`config.mk`:
```
export PLATFORM = sky130hd
export DESIGN_NAME = mps_supervisor
export DESIGN_NICKNAME = d
export VERILOG_FILES = /design/src/mps_pkg.sv /design/src/mps_derate.sv /design/src/mps_supervisor.sv /design/src/mps_trip.sv
export SDC_FILE = /design/constraint.sdc
export NUM_CORES = 2
export LEC_CHECK = 0
export BUFFER_PORTS_ARGS = -buffer_cell sky130_fd_sc_hd__buf_2
export CAP_MARGIN = 5
export CORE_MARGIN = 8
export CORE_UTILIZATION = 45
export DETAILED_ROUTE_END_ITERATION = 6
export PLACE_DENSITY_LB_ADDON = 0.3
export SLEW_MARGIN = 40
export SYNTH_ARGS = -nofsm -noshare
export SYNTH_HDL_FRONTEND = slang
export SYNTH_HIERARCHICAL = 1
export SYNTH_SLANG_ARGS = --single-unit
```
`constraint.sdc`:
```
create_clock -name clock -period 112.2 [get_ports clock]
set_input_delay 0 -clock clock [delete_from_list [all_inputs] [get_ports clock]]
set_output_delay 0 -clock clock [all_outputs]
set_load 0.02 [all_outputs]
```
`src/mps_pkg.sv`:
```
/*
 shared constants and types of the protection supervisor.
 assumes a 32-bit APB register bus with word-aligned registers.
*/
package mps_pkg;
    // ----------------------------------------------------------------
    // register byte offsets
    // ----------------------------------------------------------------
    localparam logic [7:0] OFS_CTRL    = 8'h00;
    localparam logic [7:0] OFS_STATUS  = 8'h04; // read only
    localparam logic [7:0] OFS_IRQST   = 8'h08; // clear on read
    localparam logic [7:0] OFS_IRQMSK  = 8'h0C;
    localparam logic [7:0] OFS_ILIM    = 8'h10;
    localparam logic [7:0] OFS_TLIM    = 8'h14;
    localparam logic [7:0] OFS_TDER    = 8'h18;
    localparam logic [7:0] OFS_WMAX    = 8'h1C;
    localparam logic [7:0] OFS_WEXT    = 8'h20;
    localparam logic [7:0] OFS_VBMAX   = 8'h24;
    localparam logic [7:0] OFS_TMO     = 8'h28;
    localparam logic [7:0] OFS_WDT     = 8'h2C;
    localparam logic [7:0] OFS_KICK    = 8'h30;

    // ----------------------------------------------------------------
    // control bits
    // ----------------------------------------------------------------
    localparam int CTRL_ARM      = 0;
    localparam int CTRL_ILATCH   = 1;
    localparam int CTRL_TLATCH   = 2;
    localparam int CTRL_ICLR     = 3; // self-clearing
    localparam int CTRL_TCLR     = 4; // self-clearing

    // ----------------------------------------------------------------
    // event / status bit positions
    // ----------------------------------------------------------------
    localparam int EV_ITRIP   = 0;
    localparam int EV_TTRIP   = 1;
    localparam int EV_DERATE  = 2;
    localparam int EV_OVSPD   = 3;
    localparam int EV_BRAKE   = 4;
    localparam int EV_REGEN   = 5;
    localparam int EV_TMO     = 6;
    localparam int EV_WDT     = 7;
    localparam int EV_NUM     = 8;

    localparam int ST_ARMED   = 8;
    localparam int ST_IFLAG   = 9;
    localparam int ST_TFLAG   = 10;

    // ----------------------------------------------------------------
    // reset values
    // ----------------------------------------------------------------
    localparam logic [15:0] RST_ILIM  = 16'hC000;
    localparam logic [15:0] RST_TLIM  = 16'hF000;
    localparam logic [15:0] RST_TDER  = 16'hD000;
    localparam logic [15:0] RST_WMAX  = 16'hC000;
    localparam logic [15:0] RST_WEXT  = 16'hE000;
    localparam logic [15:0] RST_VBMAX = 16'hE000;
    localparam logic [31:0] RST_TMO   = 32'h0000_C350; // 1 ms at 50 MHz
    localparam logic [31:0] RST_WDT   = 32'h0007_A120; // 10 ms at 50 MHz
    localparam logic [15:0] DUTY_FULL = 16'hFFFF;

    // ----------------------------------------------------------------
    // bridge drive mode
    // ----------------------------------------------------------------
    typedef enum logic [1:0] {
        MPS_DRIVE = 2'b00, // normal switching
        MPS_OFF   = 2'b01, // all transistors off
        MPS_COAST = 2'b10, // disarmed, freewheel
        MPS_BRAKE = 2'b11  // phases shorted together
    } mps_mode_t;
endpackage : mps_pkg

```
`src/mps_derate.sv`:
```
/*
 linear duty limiter: full duty below start, falling with excess above it.
 assumes start below the trip level; excess is scaled by a shift.
*/
`timescale 1ns/10ps
module mps_derate #(
    parameter int W     = 16,
    parameter int SHIFT = 2
) (
    input  wire logic [W-1:0] value,  // measured quantity
    input  wire logic [W-1:0] start,  // limiting starts here
    output logic [W-1:0]      cap,    // allowed duty
    output logic              active  // limiting in force
);
    logic [W-1:0] excess;
    logic [W:0]   scaled;
    initial begin
        if (SHIFT < 0 || SHIFT >= W) $error("mps_derate: bad SHIFT");
    end
    assign active = value > start;
    assign excess = active ? value - start : '0;
    assign scaled = {1'b0, excess} << SHIFT;
    assign cap    = scaled[W] ? '0 : ~scaled[W-1:0];
endmodule : mps_derate

```
`src/mps_supervisor.sv`:
```
/*
 motor protection supervisor top: limits duty, trips, brake, timeout, watchdog, APB registers.
 assumes measurements and command strobe come from logic on clock; can pads are pins.
*/
// Chosen here: register access over APB and the placing of the registers.
// Summary of operation
// - duty capped so predicted current stays under the limit
// - overcurrent turns every bridge transistor off at once
// - current trip may latch until host clears its flag
// - unlatched current trip releases below threshold
// - near maximum temperature duty derates, keeping most power
// - derate ends by itself as temperature falls
// - estimated coil temperature derates the same way
// - overtemperature turns all transistors off, latch optional
// - unlatched thermal trip releases below threshold
// - above maximum speed duty falls with the excess
// - extreme overspeed shorts all phases as a brake
// - regenerated bus overvoltage limits duty
// - no valid command within timeout disarms and coasts
// - a new valid command after timeout clears it; drive resumes once the host sets arm again
// - watchdog expiry reboots with the motor unarmed
// - both can pad pairs share one can peripheral
`timescale 1ns/10ps
module mps_supervisor #(
    parameter int W     = 16,       // measurement width
    parameter int SHIFT = 2         // derate slope
) (
    input  wire logic         clock,      // 50 MHz system clock
    input  wire logic         srst,       // synchronous reset, active high
    input  wire logic         psel,       // apb select
    input  wire logic         penable,    // apb enable
    input  wire logic         pwrite,     // apb direction
    input  wire logic [7:0]   paddr,      // apb byte address
    input  wire logic [31:0]  pwdata,     // apb write data
    output logic [31:0]       prdata,     // apb read data
    output logic              pready,     // apb ready
    output logic              pslverr,    // apb error
    input  wire logic [W-1:0] phaseCur,   // measured phase current
    input  wire logic [W-1:0] predCur,    // predicted current at full duty
    input  wire logic [W-1:0] escTemp,    // controller temperature
    input  wire logic [W-1:0] coilTemp,   // modelled coil temperature
    input  wire logic [W-1:0] rotorSpeed, // speed magnitude
    input  wire logic [W-1:0] busVolt,    // supply voltage
    input  wire logic [W-1:0] dutyReq,    // duty from the speed loop
    input  wire logic         cmdValid,   // valid host command strobe
    input  wire logic         canRxA,     // can pad pair a receive
    input  wire logic         canRxB,     // can pad pair b receive
    input  wire logic         canTx,      // can peripheral transmit
    output logic              canRx,      // combined peripheral receive
    output logic              canTxA,     // pad pair a transmit
    output logic              canTxB,     // pad pair b transmit
    output logic [W-1:0]      dutyOut,    // limited duty
    output logic [1:0]        bridgeMode, // mps_mode_t drive mode
    output logic              rebootReq,  // watchdog reboot pulse
    output logic              irq         // level interrupt
);
    initial begin
        if (W < 8 || W > 16) $error("mps_supervisor: W must be 8..16");
    end

    // ----------------------------------------------------------------
    // registers
    // ----------------------------------------------------------------
    logic [2:0]        ctrl_r;
    logic [mps_pkg::EV_NUM-1:0] irqSt_r, irqSt_nxt, irqMsk_r;
    logic [W-1:0]      iLim_r, tLim_r, tDer_r, wMax_r, wExt_r, vbMax_r;
    logic [31:0]       tmo_r, wdt_r, tmoCnt_r, wdtCnt_r;
    logic              timedOut_r, wdtKick_r;
    logic [31:0]       prdata_r, rdMux;
    logic              pready_r, pslverr_r;
    logic [W-1:0]      duty_r;
    mps_pkg::mps_mode_t mode_r, mode_nxt;
    logic              reboot_r, irq_r;
    logic              canA1_r, canA2_r, canB1_r, canB2_r, canRx_r, canTxA_r;

    // ----------------------------------------------------------------
    // apb decode
    // ----------------------------------------------------------------
    wire setup   = psel && !penable;
    wire wrStb   = psel && penable && pwrite && pready_r;
    wire rdStb   = psel && penable && !pwrite && pready_r;
    wire hitCtrl = paddr == mps_pkg::OFS_CTRL;
    wire hitSt   = paddr == mps_pkg::OFS_STATUS;
    wire hitIrq  = paddr == mps_pkg::OFS_IRQST;
    wire hitMsk  = paddr == mps_pkg::OFS_IRQMSK;
    wire hitIlim = paddr == mps_pkg::OFS_ILIM;
    wire hitTlim = paddr == mps_pkg::OFS_TLIM;
    wire hitTder = paddr == mps_pkg::OFS_TDER;
    wire hitWmax = paddr == mps_pkg::OFS_WMAX;
    wire hitWext = paddr == mps_pkg::OFS_WEXT;
    wire hitVb   = paddr == mps_pkg::OFS_VBMAX;
    wire hitTmo  = paddr == mps_pkg::OFS_TMO;
    wire hitWdt  = paddr == mps_pkg::OFS_WDT;
    wire hitKick = paddr == mps_pkg::OFS_KICK;
    wire mapped  = hitCtrl | hitSt | hitIrq | hitMsk | hitIlim | hitTlim | hitTder
                 | hitWmax | hitWext | hitVb | hitTmo | hitWdt | hitKick;
    wire iClr    = wrStb && hitCtrl && pwdata[mps_pkg::CTRL_ICLR];
    wire tClr    = wrStb && hitCtrl && pwdata[mps_pkg::CTRL_TCLR];
    wire armed   = ctrl_r[mps_pkg::CTRL_ARM];

    // ----------------------------------------------------------------
    // trips
    // ----------------------------------------------------------------
    logic iTrip, iFlag, iOnset, tTripE, tFlagE, tOnsE, tTripC, tFlagC, tOnsC;
    logic [W-1:0] tempMax;
    assign tempMax = (escTemp > coilTemp) ? escTemp : coilTemp;

    mps_trip #(.W(W)) uCurTrip (
        .clock(clock), .srst(srst), .value(phaseCur), .limit(iLim_r),
        .latchMode(ctrl_r[mps_pkg::CTRL_ILATCH]), .clearReq(iClr),
        .tripped(iTrip), .flag(iFlag), .onset(iOnset)
    );
    mps_trip #(.W(W)) uEscTrip (
        .clock(clock), .srst(srst), .value(escTemp), .limit(tLim_r),
        .latchMode(ctrl_r[mps_pkg::CTRL_TLATCH]), .clearReq(tClr),
        .tripped(tTripE), .flag(tFlagE), .onset(tOnsE)
    );
    mps_trip #(.W(W)) uCoilTrip (
        .clock(clock), .srst(srst), .value(coilTemp), .limit(tLim_r),
        .latchMode(ctrl_r[mps_pkg::CTRL_TLATCH]), .clearReq(tClr),
        .tripped(tTripC), .flag(tFlagC), .onset(tOnsC)
    );
    wire tTrip  = tTripE | tTripC;
    wire tFlag  = tFlagE | tFlagC;
    wire tOnset = tOnsE | tOnsC;

    // ----------------------------------------------------------------
    // duty limiters
    // ----------------------------------------------------------------
    logic [W-1:0] capTemp, capSpeed, capRegen, capCur;
    logic derating, overSpeed, regenLim, iPred;
    mps_derate #(.W(W), .SHIFT(SHIFT)) uTempDer (
        .value(tempMax), .start(tDer_r), .cap(capTemp), .active(derating)
    );
    mps_derate #(.W(W), .SHIFT(SHIFT)) uSpeedLim (
        .value(rotorSpeed), .start(wMax_r), .cap(capSpeed), .active(overSpeed)
    );
    mps_derate #(.W(W), .SHIFT(SHIFT)) uRegenLim (
        .value(busVolt), .start(vbMax_r), .cap(capRegen), .active(regenLim)
    );
    // current scales with duty: cap at ilim/pred of full scale
    logic [2*W-1:0] curScaled;
    assign iPred     = predCur > iLim_r;
    assign curScaled = {iLim_r, {W{1'b0}}} / {{W{1'b0}}, (predCur == '0 ? {{(W-1){1'b0}},1'b1}
                                                               : predCur)};
    assign capCur    = iPred ? curScaled[W-1:0] : {W{1'b1}};
    wire extreme     = rotorSpeed >= wExt_r;

    logic [W-1:0] m1, m2, m3, dutyLim;
    assign m1      = (dutyReq < capCur) ? dutyReq : capCur;
    assign m2      = (m1 < capTemp) ? m1 : capTemp;
    assign m3      = (m2 < capSpeed) ? m2 : capSpeed;
    assign dutyLim = (m3 < capRegen) ? m3 : capRegen;

    // ----------------------------------------------------------------
    // bridge mode: off beats brake beats coast
    // ----------------------------------------------------------------
    always_comb begin
        if (iTrip || tTrip)
            mode_nxt = mps_pkg::MPS_OFF;
        else if (extreme)
            mode_nxt = mps_pkg::MPS_BRAKE;
        else if (!armed || timedOut_r)
            mode_nxt = mps_pkg::MPS_COAST;
        else
            mode_nxt = mps_pkg::MPS_DRIVE;
    end
    wire driving = mode_nxt == mps_pkg::MPS_DRIVE;

    // ----------------------------------------------------------------
    // command timeout and watchdog
    // ----------------------------------------------------------------
    wire tmoHit = !timedOut_r && (tmoCnt_r >= tmo_r);
    wire wdtHit = wdtCnt_r >= wdt_r;

    // counter holds after a timeout: one event per loss
    always_ff @(posedge clock) begin
        if (srst || cmdValid)
            tmoCnt_r <= '0;
        else if (!timedOut_r)
            tmoCnt_r <= tmoCnt_r + 32'h1;
    end
    always_ff @(posedge clock) begin
        if (srst)
            timedOut_r <= 1'b0;
        else if (cmdValid)
            timedOut_r <= 1'b0;
        else if (tmoHit)
            timedOut_r <= 1'b1;
    end
    always_ff @(posedge clock) begin
        if (srst || wdtKick_r || wdtHit)
            wdtCnt_r <= '0;
        else
            wdtCnt_r <= wdtCnt_r + 32'h1;
    end
    always_ff @(posedge clock) begin
        if (srst) begin
            wdtKick_r <= 1'b0;
            reboot_r  <= 1'b0;
        end else begin
            wdtKick_r <= wrStb && hitKick;
            reboot_r  <= wdtHit;
        end
    end

    // ----------------------------------------------------------------
    // control and limit registers
    // ----------------------------------------------------------------
    always_ff @(posedge clock) begin
        if (srst || wdtHit)
            ctrl_r <= '0;
        else if (tmoHit)
            ctrl_r[mps_pkg::CTRL_ARM] <= 1'b0;
        else if (wrStb && hitCtrl)
            ctrl_r <= pwdata[2:0];
    end
    always_ff @(posedge clock) begin
        if (srst) begin
            iLim_r  <= mps_pkg::RST_ILIM[W-1:0];
            tLim_r  <= mps_pkg::RST_TLIM[W-1:0];
            tDer_r  <= mps_pkg::RST_TDER[W-1:0];
            wMax_r  <= mps_pkg::RST_WMAX[W-1:0];
            wExt_r  <= mps_pkg::RST_WEXT[W-1:0];
            vbMax_r <= mps_pkg::RST_VBMAX[W-1:0];
            tmo_r   <= mps_pkg::RST_TMO;
            wdt_r   <= mps_pkg::RST_WDT;
            irqMsk_r <= '0;
        end else if (wrStb) begin
            if (hitIlim) iLim_r  <= pwdata[W-1:0];
            if (hitTlim) tLim_r  <= pwdata[W-1:0];
            if (hitTder) tDer_r  <= pwdata[W-1:0];
            if (hitWmax) wMax_r  <= pwdata[W-1:0];
            if (hitWext) wExt_r  <= pwdata[W-1:0];
            if (hitVb)   vbMax_r <= pwdata[W-1:0];
            if (hitTmo)  tmo_r   <= pwdata;
            if (hitWdt)  wdt_r   <= pwdata;
            if (hitMsk)  irqMsk_r <= pwdata[mps_pkg::EV_NUM-1:0];
        end
    end

    // ----------------------------------------------------------------
    // interrupt status: new events win over the read clear
    // ----------------------------------------------------------------
    logic [mps_pkg::EV_NUM-1:0] events;
    assign events = {wdtHit, tmoHit, regenLim, extreme,
                     overSpeed, derating, tOnset, iOnset};
    assign irqSt_nxt = ((rdStb && hitIrq) ? '0 : irqSt_r) | events;
    always_ff @(posedge clock) begin
        if (srst) begin
            irqSt_r <= '0;
            irq_r   <= 1'b0;
        end else begin
            irqSt_r <= irqSt_nxt;
            irq_r   <= |(irqSt_nxt & irqMsk_r);
        end
    end

    // ----------------------------------------------------------------
    // apb read path; ready registered from the setup phase, so every access completes with no wait state
    // ----------------------------------------------------------------
    logic [31:0] statusWord;
    assign statusWord = {21'h0, tFlag, iFlag, armed,
                         timedOut_r, extreme, regenLim, overSpeed, derating,
                         mode_r, tTrip | iTrip};
    always_comb begin
        rdMux = 32'h0;
        if (hitCtrl) rdMux = {29'h0, ctrl_r};
        if (hitSt)   rdMux = {statusWord[31:11], tFlag, iFlag, armed, statusWord[7:0]};
        if (hitIrq)  rdMux = {24'h0, irqSt_r};
        if (hitMsk)  rdMux = {24'h0, irqMsk_r};
        if (hitIlim) rdMux = {{(32-W){1'b0}}, iLim_r};
        if (hitTlim) rdMux = {{(32-W){1'b0}}, tLim_r};
        if (hitTder) rdMux = {{(32-W){1'b0}}, tDer_r};
        if (hitWmax) rdMux = {{(32-W){1'b0}}, wMax_r};
        if (hitWext) rdMux = {{(32-W){1'b0}}, wExt_r};
        if (hitVb)   rdMux = {{(32-W){1'b0}}, vbMax_r};
        if (hitTmo)  rdMux = tmo_r;
        if (hitWdt)  rdMux = wdt_r;
    end
    always_ff @(posedge clock) begin
        if (srst) begin
            pready_r  <= 1'b0;
            pslverr_r <= 1'b0;
            prdata_r  <= '0;
        end else begin
            pready_r  <= setup;
            pslverr_r <= setup && !mapped;
            prdata_r  <= (setup && !pwrite) ? rdMux : 32'h0;
        end
    end

    // ----------------------------------------------------------------
    // output stage and can pass-through
    // ----------------------------------------------------------------
    // duty is zeroed outside drive so a stale value never leaks
    always_ff @(posedge clock) begin
        if (srst) begin
            duty_r <= '0;
            mode_r <= mps_pkg::MPS_COAST;
        end else begin
            duty_r <= driving ? dutyLim : '0;
            mode_r <= mode_nxt;
        end
    end
    // both pad pairs share one peripheral; dominant low on either pair is seen
    always_ff @(posedge clock) begin
        if (srst) begin
            canA1_r  <= 1'b1;
            canA2_r  <= 1'b1;
            canB1_r  <= 1'b1;
            canB2_r  <= 1'b1;
            canRx_r  <= 1'b1;
            canTxA_r <= 1'b1;
        end else begin
            canA1_r  <= canRxA;
            canA2_r  <= canA1_r;
            canB1_r  <= canRxB;
            canB2_r  <= canB1_r;
            canRx_r  <= canA2_r & canB2_r;
            canTxA_r <= canTx;
        end
    end

    assign prdata     = prdata_r;
    assign pready     = pready_r;
    assign pslverr    = pslverr_r;
    assign dutyOut    = duty_r;
    assign bridgeMode = mode_r;
    assign rebootReq  = reboot_r;
    assign irq        = irq_r;
    assign canRx      = canRx_r;
    assign canTxA     = canTxA_r;
    assign canTxB     = canTxA_r;
endmodule : mps_supervisor

```
`src/mps_trip.sv`:
```
/*
 one reactive trip channel with latching or self-releasing behaviour.
 assumes measurements synchronous to clock.
*/
`timescale 1ns/10ps
module mps_trip #(
    parameter int W = 16
) (
    input  wire logic         clock,     // system clock
    input  wire logic         srst,      // synchronous reset
    input  wire logic [W-1:0] value,     // measured quantity
    input  wire logic [W-1:0] limit,     // trip threshold
    input  wire logic         latchMode, // 1 latches trip
    input  wire logic         clearReq,  // host clear pulse
    output logic              tripped,   // outputs must be off
    output logic              flag,      // sticky host flag
    output logic              onset      // pulse at new overlimit
);
    logic over;
    logic overQ_r;
    logic flag_r;
    logic latched_r;
    assign over = value >= limit;

    always_ff @(posedge clock) begin
        if (srst) begin
            overQ_r   <= 1'b0;
            flag_r    <= 1'b0;
            latched_r <= 1'b0;
        end else begin
            overQ_r <= over;
            // a new trip wins over a clear in the same cycle
            if (over)
                flag_r <= 1'b1;
            else if (clearReq)
                flag_r <= 1'b0;
            if (over && latchMode)
                latched_r <= 1'b1;
            else if (clearReq)
                latched_r <= 1'b0;
        end
    end

    assign tripped = over || latched_r;
    assign flag    = flag_r;
    assign onset   = over && !overQ_r;
endmodule : mps_trip
```
==> results_dict.tcl <==
set metrics [dict create \
    status "finished, violations left" \
    violations "DRC" \
    setup_tns_ps 0 \
    numClockSinks 314 \
    max_freq_mhz 9.79 \
    die_area_mm2 0.116 \
    netlist_area_mm2 0.0473 \
    yosysWarningCount 6 \
    slew_violations 0 \
    rr_worst_depth 438 \
    die-width_um 340 \
    synthFlopType "dfxtp_1" \
    synth_edf_count 0 \
    grt_pass1_vias 47300 \
    syn_avg_cell_area_um2 7.16 \
    area_delta_synth_final_pct 7.92 \
    gp_congestion 1.01 \
    fin_skew_ps 15.1 \
    antenna_found_initial 18 \
    io_pins 218 \
    groute.usage.overall 0.279 \
    post_drt_wl_per_cell_um 21.1 \
    crit_top_cell "o21ai_0" \
    hold_viol_final 0 \
    grt_max_degree 89 \
    synth.most_common_cell "nand2_1" \
    worst-setup-path-type "input port to flip-flop" \
    drt_iter0_drc 4290 \
    arrival_ps 102650 \
    cp_max_fo 41 \
    drv_cap 0 \
    rows 119 \
    final_nets 7541 \
    cts_tree "done" \
    syn_nets 7422 \
    yosysTopAreaCell "ha_1" \
    cts_resized 0 \
    yosysSeqAreaShare 0.133 \
    via_per_inst 6.14 \
    ys_seq_elements 314 \
    yosys-top-cells-count "nand2_1, ha_1, a21oi_1" \
    ant_nets 0 \
    drive_gt1_frac 0.103 \
    drcViolationCount 10 \
    insertion_delay_ps 610 \
    initial_core_util 0.451 \
    die_h_um 340 \
    worstMarginPinSlew_ps 891 \
    clockBufferDepth 3 \
    dp_hpwl_um 135000 \
    yosysTopAreaCellShare 0.171 \
    cts_root_buf "clkbuf_16" \
    grt_overflow 0 \
    setup_viol 0 \
    holdPathStages 4 \
    first_pass_iters 7 \
    r2r-end "dutyOut[7]" \
    hp-class "input port to flip-flop" \
    ys_types 131 \
    whs_endpoint "bridgeMode[0]" \
    pre_cts_slack_ps 10850 \
    htree_levels 1 \
    rsz0062_at_grt "no" \
    core_area_mm2 0.105 \
    rr_startpoint "iLim_r[15]" \
    port_buffers 217 \
    postCtsSetupBuffers 0 \
    synthArstFlopShare 0 \
    relSlewSlack 0.401 \
    timing.critical_path.required_ps 112710 \
    num_vias 50100 \
    setup_ws_ps 10060 \
    rrSetupSlack_ps 10830 \
    cts-hold-fix-buffers 43 \
    cts_buffers 29 \
    grt_pass1_wl_um 266000 \
    period_share 0.910 \
    critPathSlowestCell "or4_1" \
    max_stage_delay_ps 770 \
    min_from "rotorSpeed[15]" \
    period_needed_ps 102140 \
    synth_cells 6610 \
    critPathLaunchType "input port" \
    worstSetupEndpointType "flip-flop" \
    drt_wl_total_um 172000 \
    path_clk_slew_ps 70 \
    synth_area_leaders "ha_1, dfxtp_1, nand2_1" \
]
[worst max-delay path by stage]
stage	start	end
floorplan	predCur[12]	dutyOut[10]
global placement	predCur[12]	dutyOut[5]
detailed placement	predCur[12]	dutyOut[7]
CTS	predCur[12]	dutyOut[7]
global route	predCur[12]	dutyOut[4]
finish	predCur[15]	dutyOut[7]
[kinds of logic after synthesis]
family          after synthesis  synth area share
fa+ha+maj                   651             0.173
xor+xnor                    341            0.0631
mux                         120            0.0286
flops                       314             0.133
buf+inv                     683            0.0584
compound gates             2077             0.292
simple gates               2424             0.252
[routing by layer]
layer,share of wire,global-route usage,vias to the layer above,routed length (um)
li1,-,-,24300,-
met1,0.42,0.361,23400,72800
met2,0.45,0.460,1961,76800
met3,0.078,0.0414,414,13500
met4,0.050,0.121,10,8510
met5,0.00040,0,-,68
[layout by cell type (no fill, tap or decap), drive strengths merged, types with 144 or more instances in the layout]
master / n
a21o: 215
inv: 452
buf: 277
nor2: 522
nor3: 170
nand2: 855
a21oi: 636
o21ai: 401
ha: 647
xor2: 144
xnor2: 197
nand3: 183
dfxtp: 314
[critical path: cells and delay by family]
family	cells	cell delay, ps
AO/OA/AOI/OAI	254	55480
adder cells (fa/ha/maj)	35	11120
buffers and inverters	18	4220
multiplexers	10	3850
AND/OR/NAND/NOR	127	27700
[final cells by class]
| cell class | instances | area [um2] |
|---|---|---|
| antenna | 11 | 27.5 |
| clock buffer | 39 | 803 |
| clock inverter | 13 | 120 |
| fill | 10600 | 53800 |
| inverter | 451 | 1690 |
| multi-input combinational | 5613 | 38400 |
| sequential | 314 | 6290 |
| tap | 1391 | 1740 |
| timing repair buffer | 320 | 1970 |
[flip-flops by register name, summed over array words and instances, names as in the netlist, 2 cells and up]
signal,flops
wMax_r,16
dutyOut,16
wdt_r,32
iLim_r,16
ctrl_r,3
vbMax_r,16
bridgeMode,2
irqSt_r,8
tmo_r,32
tmoCnt_r,32
irqMsk_r,8
wExt_r,16
tDer_r,16
wdtCnt_r,32
tLim_r,16
prdata,32
[stage by stage]
stage | util | std cells | hold WS, ps | cell area [um2]
floorplan | - | 6610 | 67.9 | 47300
global placement | 0.473 | 8045 | 182 | 49600
detailed placement | 0.474 | 8046 | 187 | 49600
CTS | 0.487 | 8141 | 32.4 | 51000
global route | 0.487 | 8147 | 73.1 | 51000
finish | 0.487 | 8152 | 76.3 | 51100
Power is left out: the tool's default activity adds up to more than one toggle a clock period on the data nets, which glitch-free logic cannot reach.
